<file path="config.mk">
export PLATFORM = sky130hd
export DESIGN_NAME = drive_monitor_status_registers
export DESIGN_NICKNAME = d
export VERILOG_FILES = /design/src/logic/drive_monitor_pkg.sv /design/src/logic/sticky_flags.sv /design/src/logic/pid_scale.sv /design/src/logic/drive_monitor_status_registers.sv
export SDC_FILE = /design/constraint.sdc
export NUM_CORES = 1
export LEC_CHECK = 0
export BUFFER_PORTS_ARGS = -buffer_cell sky130_fd_sc_hd__buf_4
export CAP_MARGIN = 25
export CORE_AREA = 2 2 268 190
export DETAILED_ROUTE_END_ITERATION = 10
export DIE_AREA = 0 0 270 192
export GPL_TIMING_DRIVEN = 1
export PLACE_DENSITY = 0.42
export SLEW_MARGIN = 20
export SYNTH_ARGS = -nofsm -noshare
export SYNTH_HDL_FRONTEND = slang
export SYNTH_HIERARCHICAL = 1
export SYNTH_SLANG_ARGS = --single-unit
</file>
<file path="constraint.sdc">
create_clock -name sys_clk -period 4.3 [get_ports sys_clk]
set_clock_uncertainty 0.1 [all_clocks]
set_input_delay 0.43 -clock sys_clk [delete_from_list [all_inputs] [get_ports sys_clk]]
set_output_delay 0.43 -clock sys_clk [all_outputs]
set_load 0.03 [all_outputs]
</file>
<file path="src/logic/drive_monitor_pkg.sv">
package drive_monitor_pkg;

    // ========================================================
    // Register numbers of the monitor bank
    // ========================================================
    localparam logic [15:0] ADDR_DRIVE_STATUS_WORD = 16'h002c;
    localparam logic [15:0] ADDR_OUTPUT_TERMINAL_STATUS = 16'h002d;
    localparam logic [15:0] ADDR_DC_BUS_VOLTAGE = 16'h0031;
    localparam logic [15:0] ADDR_PID_FEEDBACK_VALUE = 16'h0038;
    localparam logic [15:0] ADDR_PID_INPUT_VALUE = 16'h0039;
    localparam logic [15:0] ADDR_PID_OUTPUT_VALUE = 16'h003a;
    localparam logic [15:0] ADDR_CPU_FIRMWARE_NUMBER = 16'h003b;
    localparam logic [15:0] ADDR_FLASH_FIRMWARE_NUMBER = 16'h003c;
    localparam logic [15:0] ADDR_LINK_ERROR_DETAILS = 16'h003d;
    localparam logic [15:0] ADDR_POWER_RATING_SETTING = 16'h003e;
    localparam logic [15:0] ADDR_CONTROL_METHOD_SETTING = 16'h003f;

    // ========================================================
    // Widths and reset values
    // ========================================================
    localparam int REG_WIDTH = 16;
    localparam int TERMINAL_COUNT = 3;
    localparam int LINK_ERR_WIDTH = 7;
    localparam logic [15:0] REG_RESET = 16'h0000;
    localparam logic [6:0] LINK_ERR_RESET = 7'h00;

    // ========================================================
    // Drive status word bit positions
    // ========================================================
    localparam int ST_RUNNING = 0;
    localparam int ST_ZERO_SPEED = 1;
    localparam int ST_SPEED_MATCH = 3;
    localparam int ST_FREQ_DETECT = 5;
    localparam int ST_STARTUP_DONE = 6;
    localparam int ST_LOW_VOLTAGE = 7;
    localparam int ST_BASEBLOCK = 8;
    localparam int ST_FREQ_REF_SRC = 9;
    localparam int ST_RUN_CMD_SRC = 10;
    localparam int ST_OVERTORQUE = 11;
    localparam int ST_REF_LOST = 12;
    localparam int ST_RETRYING = 13;
    localparam int ST_FAULT = 15;

    // ========================================================
    // Link error detail bit positions (bit 2 unused)
    // ========================================================
    localparam int LE_CRC = 0;
    localparam int LE_LENGTH = 1;
    localparam int LE_UNUSED = 2;
    localparam int LE_PARITY = 3;
    localparam int LE_OVERRUN = 4;
    localparam int LE_FRAMING = 5;
    localparam int LE_TIMEOUT = 6;

    // ========================================================
    // PID scaling: Q1.15 fraction of max frequency to 10 counts per percent
    // ========================================================
    localparam int PID_FRAC_BITS = 15;
    localparam logic [16:0] PID_COUNTS_FULL = 17'h003e8;

endpackage

</file>
<file path="src/logic/sticky_flags.sv">
`timescale 1ns/1ps
`default_nettype none

module sticky_flags #(
    parameter int WIDTH = 7
) (
    input wire logic sys_clk,
    input wire logic resetn,
    input wire logic ce,
    input wire logic [WIDTH-1:0] set,
    input wire logic clear,
    output var logic [WIDTH-1:0] flags
);

    // ========================================================
    // Flag storage
    // ========================================================
    // An event arriving with the clear is kept, so no error is lost
    wire logic [WIDTH-1:0] next_flags = (clear ? '0 : flags) | set;

    always_ff @(posedge sys_clk or negedge resetn) begin
        if (!resetn) begin
            flags <= '0;
        end else if (ce) begin
            flags <= next_flags;
        end
    end

endmodule // sticky_flags

`default_nettype wire

</file>
<file path="src/logic/pid_scale.sv">
`timescale 1ns/1ps
`default_nettype none

module pid_scale #(
    parameter bit IS_SIGNED = 1'b1
) (
    input wire logic [15:0] frac,
    output logic [15:0] counts
);

    // ========================================================
    // Fraction of max output frequency to 10 counts per percent
    // ========================================================
    // Full scale Q1.15 maps to 1000 counts; truncation toward minus infinity
    wire logic signed [16:0] frac_ext = IS_SIGNED ? {frac[15], frac} : {1'b0, frac};
    wire logic signed [33:0] product = frac_ext * $signed(drive_monitor_pkg::PID_COUNTS_FULL);
    wire logic signed [33:0] shifted = product >>> drive_monitor_pkg::PID_FRAC_BITS;

    assign counts = shifted[15:0];

endmodule // pid_scale

`default_nettype wire

</file>
<file path="src/logic/drive_monitor_status_registers.sv">
`timescale 1ns/1ps
`default_nettype none

// Functional notes
// - Status bit 7 is 1 while low voltage is detected and 0 otherwise.
// - Status bit 8 is 1 while the power stage is held in baseblock.
// - Status bits 9 and A read 0 when frequency reference or run command come from the link.
// - Status bit 5 is 1 when output frequency is at or above the detection level.
// - Status bit F is 1 whenever any fault, a link time-out included, is present.
// - The PID feedback word is unsigned at 10 counts per percent of max frequency.
// - The PID input and output words are signed at 10 counts per percent.
// - The link error word latches CRC, length, parity, overrun, framing and time-out flags.
// - Link error flags hold until an error reset, which is honoured even while running.
// - The same link error contents are also offered on the monitor parameter port.
// - Host writes to the bank never change any register.
module drive_monitor_status_registers (
    input wire logic sys_clk,
    input wire logic resetn,
    input wire logic ce,
    // Register access from the serial protocol engine
    input wire logic [15:0] reg_addr,
    input wire logic reg_rd,
    input wire logic reg_wr,
    input wire logic [15:0] reg_wdata,
    output var logic [15:0] reg_rdata,
    output var logic reg_rvalid,
    output var logic reg_in_bank,
    output var logic reg_wr_refused,
    // Drive state
    input wire logic running,
    input wire logic zero_speed,
    input wire logic speed_matched,
    input wire logic startup_done,
    input wire logic low_voltage,
    input wire logic baseblock,
    input wire logic freq_ref_from_link,
    input wire logic run_cmd_from_link,
    input wire logic overtorque,
    input wire logic freq_ref_lost,
    input wire logic retrying,
    input wire logic fault_present,
    input wire logic link_timeout_active,
    input wire logic [15:0] output_freq,
    input wire logic [15:0] freq_detect_level,
    input wire logic [2:0] output_terminals,
    input wire logic [15:0] dc_bus_volts,
    input wire logic [15:0] pid_feedback_frac,
    input wire logic [15:0] pid_input_frac,
    input wire logic [15:0] pid_output_frac,
    input wire logic [15:0] cpu_firmware,
    input wire logic [15:0] flash_firmware,
    input wire logic [15:0] power_rating,
    input wire logic [15:0] control_method,
    // Link error events, one-cycle pulses
    input wire logic err_crc,
    input wire logic err_length,
    input wire logic err_parity,
    input wire logic err_overrun,
    input wire logic err_framing,
    input wire logic err_timeout,
    input wire logic error_reset,
    // Monitor parameter view of the link error word
    output var logic [15:0] monitor_link_errors
);

    // ========================================================
    // Live status word
    // ========================================================
    // Assembled from live levels so every bit tracks its cause
    wire logic freq_reached = output_freq >= freq_detect_level;
    wire logic any_fault = fault_present | link_timeout_active;
    wire logic [15:0] status_live = {
        any_fault,
        1'b0,
        retrying,
        freq_ref_lost,
        overtorque,
        ~run_cmd_from_link,
        ~freq_ref_from_link,
        baseblock,
        low_voltage,
        startup_done,
        freq_reached,
        1'b0,
        speed_matched,
        1'b0,
        zero_speed,
        running
    };

    // ========================================================
    // Link error flags
    // ========================================================
    // Bit 2 has no source; it stays zero because its set is tied low
    wire logic [6:0] err_events = {
        err_timeout,
        err_framing,
        err_overrun,
        err_parity,
        1'b0,
        err_length,
        err_crc
    };
    logic [6:0] link_err_flags;

    // Error reset is not gated by the running state
    sticky_flags #(
        .WIDTH(drive_monitor_pkg::LINK_ERR_WIDTH)
    ) u_link_err (
        .sys_clk(sys_clk),
        .resetn(resetn),
        .ce(ce),
        .set(err_events),
        .clear(error_reset),
        .flags(link_err_flags)
    );

    wire logic [15:0] link_err_word = {9'h000, link_err_flags};

    // ========================================================
    // PID scaling
    // ========================================================
    logic [15:0] pid_feedback_counts;
    logic [15:0] pid_input_counts;
    logic [15:0] pid_output_counts;

    pid_scale #(
        .IS_SIGNED(1'b0)
    ) u_pid_fb (
        .frac(pid_feedback_frac),
        .counts(pid_feedback_counts)
    );

    pid_scale #(
        .IS_SIGNED(1'b1)
    ) u_pid_in (
        .frac(pid_input_frac),
        .counts(pid_input_counts)
    );

    pid_scale #(
        .IS_SIGNED(1'b1)
    ) u_pid_out (
        .frac(pid_output_frac),
        .counts(pid_output_counts)
    );

    // ========================================================
    // Read decode
    // ========================================================
    // Unmapped numbers inside or outside the bank return zero
    wire logic hit_status = reg_addr == drive_monitor_pkg::ADDR_DRIVE_STATUS_WORD;
    wire logic hit_term = reg_addr == drive_monitor_pkg::ADDR_OUTPUT_TERMINAL_STATUS;
    wire logic hit_dc = reg_addr == drive_monitor_pkg::ADDR_DC_BUS_VOLTAGE;
    wire logic hit_pfb = reg_addr == drive_monitor_pkg::ADDR_PID_FEEDBACK_VALUE;
    wire logic hit_pin = reg_addr == drive_monitor_pkg::ADDR_PID_INPUT_VALUE;
    wire logic hit_pout = reg_addr == drive_monitor_pkg::ADDR_PID_OUTPUT_VALUE;
    wire logic hit_cpu = reg_addr == drive_monitor_pkg::ADDR_CPU_FIRMWARE_NUMBER;
    wire logic hit_flash = reg_addr == drive_monitor_pkg::ADDR_FLASH_FIRMWARE_NUMBER;
    wire logic hit_err = reg_addr == drive_monitor_pkg::ADDR_LINK_ERROR_DETAILS;
    wire logic hit_kva = reg_addr == drive_monitor_pkg::ADDR_POWER_RATING_SETTING;
    wire logic hit_ctrl = reg_addr == drive_monitor_pkg::ADDR_CONTROL_METHOD_SETTING;
    wire logic in_bank = (reg_addr >= drive_monitor_pkg::ADDR_DRIVE_STATUS_WORD)
        && (reg_addr <= drive_monitor_pkg::ADDR_CONTROL_METHOD_SETTING);
    logic [15:0] read_mux;

    always_comb begin
        if (hit_status) begin
            read_mux = status_live;
        end else if (hit_term) begin
            read_mux = {13'h0000, output_terminals};
        end else if (hit_dc) begin
            read_mux = dc_bus_volts;
        end else if (hit_pfb) begin
            read_mux = pid_feedback_counts;
        end else if (hit_pin) begin
            read_mux = pid_input_counts;
        end else if (hit_pout) begin
            read_mux = pid_output_counts;
        end else if (hit_cpu) begin
            read_mux = cpu_firmware;
        end else if (hit_flash) begin
            read_mux = flash_firmware;
        end else if (hit_err) begin
            read_mux = link_err_word;
        end else if (hit_kva) begin
            read_mux = power_rating;
        end else if (hit_ctrl) begin
            read_mux = control_method;
        end else begin
            read_mux = drive_monitor_pkg::REG_RESET;
        end
    end

    // ========================================================
    // Read answer and write refusal
    // ========================================================
    // Write data is never stored; an in-bank write only raises the refusal and bank-hit pulses
    wire logic wr_to_bank = reg_wr & in_bank;
    wire logic unused_wdata = ^reg_wdata;

    always_ff @(posedge sys_clk or negedge resetn) begin
        if (!resetn) begin
            reg_rdata <= drive_monitor_pkg::REG_RESET;
            reg_rvalid <= 1'b0;
            reg_in_bank <= 1'b0;
            reg_wr_refused <= 1'b0;
        end else if (ce) begin
            reg_rdata <= reg_rd ? read_mux : reg_rdata;
            reg_rvalid <= reg_rd;
            reg_in_bank <= (reg_rd | reg_wr) & in_bank;
            reg_wr_refused <= wr_to_bank & ~unused_wdata | wr_to_bank;
        end
    end

    // ========================================================
    // Monitor parameter view
    // ========================================================
    // Registered copy so both views show identical contents one cycle apart at most
    always_ff @(posedge sys_clk or negedge resetn) begin
        if (!resetn) begin
            monitor_link_errors <= drive_monitor_pkg::REG_RESET;
        end else if (ce) begin
            monitor_link_errors <= link_err_word;
        end
    end

endmodule // drive_monitor_status_registers

`default_nettype wire

</file>
* After elaboration in Yosys (flattened, before gate mapping) *
Index checks and enable logic that the tools add are counted.

storage, ports and cells
  bits in registers = 33
  bits in latches = 0
  RAM bits = 0
  bits in read-only memories = 0
  input port bits = 220
  logic and storage cells = 48
  memories kept = 0

operators by class
  add/sub/neg operators = 0
  multipliers = 3
  divide/modulo/power cells = 0
  order comparisons = 3
  eq/ne operators = 11
  shift-type cells = 0
  mux-type cells = 12
  bitwise logic cells = 10
  reductions and logical operators = 3

operators with widths
  cell                                                                                  count
  16-bit by 6-bit == test with 1-bit output, second input constant                      11
  16-bit 2-to-1 mux                                                                     11
  16-bit by 8-bit multiplier with 24-bit output, second input constant                  2
  16-bit by 7-bit multiplier with 23-bit output, second input constant                  1
  16-bit greater-or-equal comparator                                                    1
  16-bit by 6-bit greater-or-equal comparator with 1-bit output, second input constant  1
  16-bit by 6-bit less-or-equal comparator with 1-bit output, second input constant     1
  16-bit parity                                                                         1
  7-bit 2-to-1 mux                                                                      1
  7-bit bitwise OR                                                                      1
  1-bit bitwise AND                                                                     3
  1-bit NOT                                                                             3
  1-bit bitwise OR                                                                      3
  2-bit AND reduction                                                                   1
  1-bit logical AND                                                                     1

* Longest topological paths before layout *
  word-level depth = 12
  mapped depth = 22

* Modules after synthesis *
Netlist, hierarchy kept.

by module, submodules not included
  module                          times used  cells an instance  area an instance (sq um)  sequential area each (sq um)
  drive_monitor_status_registers  1           394                3,245.6                   650.6
  pid_scale at u_pid_out          1           377                3,169.3                   0.0
  pid_scale at u_pid_in           1           337                2,940.3                   0.0
  pid_scale at u_pid_fb           1           263                2,587.5                   0.0
  sticky_flags                    1           16                 259.0                     175.2

* Worst setup path before layout *
Ideal clock, no wire load.

  path type = input to register
  start point = in pid_input_frac[8]
  end point = reg reg_rdata[14]
  library setup time = 134 ps
  data arrival time = 5,075 ps
  data required time = 4,066 ps
  setup slack = -1,009 ps
  stages = 19
  path buffers = 1
  path through = inv_1 fa_1 fa_1 inv_1 fa_1 inv_1 fa_1 inv_1 ha_1 a21oi_1 nand2_1 a221oi_1 o21ai_1 o211ai_1 xor2_1 buf_4 mux4_2 a222oi_1 o21ai_0

between the ends
  cells in the longest elaborated chain, start to end = 6

RTL lines
  what                                           RTL line                               text
  from (decl)                                    drive_monitor_status_registers.sv:48   input wire logic [15:0] pid_input_frac,
  16-bit by 8-bit multiplier with 24-bit output  pid_scale.sv:16                        wire logic signed [33:0] product = frac_ext * $signed(drive_monitor_pkg::PID_COUNTS_FULL);
  net pid_input_counts[11]                       drive_monitor_status_registers.sv:124  logic [15:0] pid_input_counts;
  16-bit 2-to-1 mux                              drive_monitor_status_registers.sv:176  end else if (hit_pin) begin
  16-bit 2-to-1 mux                              drive_monitor_status_registers.sv:174  end else if (hit_pfb) begin
  16-bit 2-to-1 mux                              drive_monitor_status_registers.sv:172  end else if (hit_dc) begin
  16-bit 2-to-1 mux                              drive_monitor_status_registers.sv:170  end else if (hit_term) begin
  16-bit 2-to-1 mux                              drive_monitor_status_registers.sv:168  if (hit_status) begin
  to (signal assigned)                           drive_monitor_status_registers.sv:204  reg_rdata <= drive_monitor_pkg::REG_RESET;
  to (signal assigned)                           drive_monitor_status_registers.sv:209  reg_rdata <= reg_rd ? read_mux : reg_rdata;
  to (decl)                                      drive_monitor_status_registers.sv:25   output var logic [15:0] reg_rdata,

The timed path passes the listed nets, and every way through them passes these cells.
A chain may end at the register's enable or synchronous reset.

* Worst setup path after layout *
  start point = in pid_input_frac[9]
  end point = reg reg_rdata[4]

The elaborated chain is that of the path after synthesis.

==> flow_summary.json <==
{
  "hold_class": "input port to async pin",
  "drv_cap": 0,
  "synth_ff_type": "dfrtp_1",
  "start_kind": "input port",
  "wirelength_um": 41300,
  "synth.distinct_cells": 97,
  "drt_iter0_drc": 368,
  "antenna_left": 0,
  "clockBufferDepth": 2,
  "critPathKind": "input port to flip-flop",
  "power_frac_comb": 0.925,
  "drive_gt1_frac": 0.356,
  "cp_common_cell": "fa_1",
  "clk_pin_slew_ps": 60,
  "end_kind": "flip-flop",
  "finalCritPeriodShare": 1.17,
  "fp.dieW_um": 270,
  "p_seq_frac": 0.034,
  "cts_max_level": 2,
  "ys_seq_area_frac": 0.0677,
  "violations": "negative setup slack",
  "setup_violations": 16,
  "worstPathArrival_ps": 5040,
  "numCtsBuffers": 5,
  "synth_top_area_cell": "fa_1",
  "cp_slowest_cell": "fa_1",
  "synthTopCellsByArea": "fa_1 27%, ha_1 19%, inv_1 12%",
  "rsz0062_at_grt": "true",
  "tightest_slew_ps": 867,
  "n_fill_cell": 5149,
  "max_freq_mhz": 200,
  "syn-cell-area_um2": 12200,
  "final_hold_viol_count": 0,
  "synth_fa_ha_area_frac": 0.464,
  "fin_nets": 2379,
  "cp_data_required_time_ps": 4330,
  "power_frac_clock": 0.041,
  "power_per_cell_area_nw_per_um2": 598,
  "period_needed_ps": 5010,
  "io_pins": 255,
  "cts_tree": "yes",
  "grtUsageTotal": 0.161,
  "grt_antenna_before_repair": 7,
  "synth-seq-cells": 33,
  "drc": 0,
  "insertion_delay_ps": 280,
  "core_um2": 49100,
  "total_power_uw": 10200,
  "yosys.area_share.simple": 0.0956,
  "ir_worst_vdd_uv": 356,
  "dp_hpwl_um": 35600,
  "start_util": 0.249,
  "max_stage_delay_ps": 490,
  "via_count": 10600,
  "wl_per_cell_um": 16.7,
  "status": "finished, violations left",
  "grt-ovfl-total": 0,
  "cts_sinks": 33,
  "netSwitchingFraction": 0.472,
  "cts-root-buf": "clkbuf_16",
  "netSwitchingPower_uw": 4830,
  "crit_fanout": 4,
  "routabilityCongestion": 0.806,
  "numPortBuffers": 229,
  "synth_top_area_frac": 0.274,
  "synth_top_family_by_area": "adder cells",
  "chipHeight_um": 192,
  "vias_per_cell": 4.29,
  "path_cells": "buf_8 -> clkinvlp_4 -> buf_6 -> fa_1 -> fa_1 -> inv_1 -> fa_1 -> inv_1 -> fa_1 -> inv_2 -> ha_4 -> nand4_1 -> a21oi_2 -> a221o_1 -> and2_4 -> a311o_1 -> xor2_1 -> mux4_2 -> a22oi_2 -> a22oi_1",
  "detail_route.first_pass.iterations": 5,
  "grt_max_degree": 39,
  "grt_pass1_vias": 11500,
  "synth-edff-count": 0,
  "leakagePower_uw": 0.00869,
  "slew_headroom": 0.420,
  "num_rows": 68,
  "synth_mux_area_frac": 0.0367,
  "synth.most_common_cell": "inv_1",
  "setup_ws_ps": -710,
  "grt_pass1_wl_um": 65100,
  "areaGrowthSynthToFinish_pct": 40.4,
  "ys_top_cells_by_count": "403 x inv_1, 185 x ha_1, 167 x fa_1",
  "slew_violations": 0,
  "yosysWarnings": 6,
  "synthXorXnorAreaFrac": 0.0330,
  "syn_inst": 1387,
  "avgSynthCellArea_um2": 8.80,
  "cts_hold_buf": 0,
  "p_int_uw": 5410,
  "dieArea_um2": 51800,
  "synthArstFlopShare": 1.00,
  "fin_setup_tns_ps": -8080,
  "synth_compound_area_frac": 0.150
}
kinds of logic after synthesis:
kind of cell | count (synthesis)
and+or+nand+nor | 214
xor gates and xnor gates | 46
adders and majority gates | 352
DFF | 33
other | 2
buffers and inverters | 454
muxes | 32
AOI/OAI and AO/OA | 254
layout make-up:
| type | instances | area [µm²] | area share |
|---|---|---|---|
| timing repair buffer | 451 | 3490 | 0.204 |
| multi-input combinational | 913 | 10200 | 0.598 |
| sequential | 33 | 826 | 0.0482 |
| antenna | 2 | 5.00 | 0.000292 |
| clock inverter | 2 | 35.0 | 0.00205 |
| tap | 665 | 832 | 0.0486 |
| inverter | 403 | 1570 | 0.0916 |
| clock buffer | 5 | 125 | 0.00730 |
placed cells by master, fill, tap and decap left out, types with 9 or more instances in the layout:
| cell type | netlist | final |
|---|---|---|
| dfrtp_1 | 33 | 33 |
| fa_1 | 167 | 165 |
| o21ai_1 | 5 | 14 |
| clkinvlp_4 | 0 | 13 |
| inv_1 | 403 | 371 |
| conb_1 | 2 | 15 |
| nor2_1 | 49 | 43 |
| ha_4 | 0 | 18 |
| a21oi_2 | 2 | 11 |
| and2_1 | 10 | 10 |
| o21ai_0 | 46 | 32 |
| nand3_1 | 17 | 14 |
| a22oi_1 | 14 | 13 |
| nand4_1 | 11 | 11 |
| nor3_1 | 11 | 10 |
| buf_6 | 4 | 17 |
| xor2_1 | 18 | 16 |
| o21ai_2 | 4 | 9 |
| xnor2_1 | 28 | 19 |
| ha_1 | 185 | 162 |
| mux2i_1 | 15 | 15 |
| buf_4 | 23 | 429 |
| a21oi_1 | 68 | 56 |
| nand2_1 | 57 | 53 |
| inv_2 | 0 | 16 |
| a31oi_1 | 10 | 9 |
per-stage QoR:
| step | hold slack (ps) | area (µm²) | cells | utilization | worst slack, ps |
|---|---|---|---|---|---|
| 3_3_place_gp | 342 | 16200 | 2444 | 0.331 | -1040 |
| 5_1_grt | 41.1 | 17100 | 2472 | 0.349 | -892 |
| 6_report | 17.2 | 17100 | 2474 | 0.349 | -710 |
| 3_5_place_dp | 345 | 16200 | 2444 | 0.331 | -1090 |
| 2_1_floorplan | 34.4 | 12500 | 1400 | - | -641 |
| 4_1_cts | 34.1 | 16900 | 2463 | 0.344 | -714 |
worst max-delay path: cells and delay by family:
family	cells	cell delay (ps)
adder cells (fa/ha/maj)	5	2130
AO/OA/AOI/OAI	5	1050
XOR/XNOR	1	150
multiplexers	1	490
buffers and inverters	6	480
AND/OR/NAND/NOR	2	290
state kept, by name, indices dropped and copies added, names as in the netlist:
name	flops
reg_rdata	16
monitor_link_errors	7
u_link_err/flags	7
reg_in_bank	1
reg_rvalid	1
reg_wr_refused	1
layer usage:
metal | wire length (µm) | up-vias | global-route usage
li1 | - | 5282 | -
met1 | 21200 | 5153 | 0.239
met2 | 18100 | 148 | 0.254
met3 | 1850 | 14 | 0.0289
met4 | 51 | 8 | 0.00406
met5 | 57 | - | 0
final timing paths:
path                       depth (start not counted)           startpoint                      to  slack (ps)
setup / recovery                                  20    pid_input_frac[9]            reg_rdata[4]        -710
hold / removal                                     1               resetn  monitor_link_errors[3]          20
setup reg to reg                                   4  u_link_err/flags[5]            reg_rdata[5]        2620
hold reg to reg                                    2        reg_rdata[14]           reg_rdata[14]         400
max in group asynchronous                          1               resetn           reg_rdata[11]        3710
min in group sys_clk                               2           err_parity     u_link_err/flags[3]         270
power by group through the flow:
stage          clock network, µW  registers [µW]  logic, µW
6_report                     418             353       9470
5_1_grt                      447             357      10500
4_1_cts                      432             353       9080
3_5_place_dp                   0             357       8170
3_3_place_gp                   0             358       8140
2_1_floorplan                  0             390       4890
repair_timing:
item / 4_1_cts / 5_1_grt
setup endpoints to repair: 16 / 16
hold endpoints to repair: 0 / 0
resized for setup: 86 / 29
pin swaps: 97 / 57
buffers inserted: 15 / 10
Note: power is estimated with default switching activity, not from simulation.
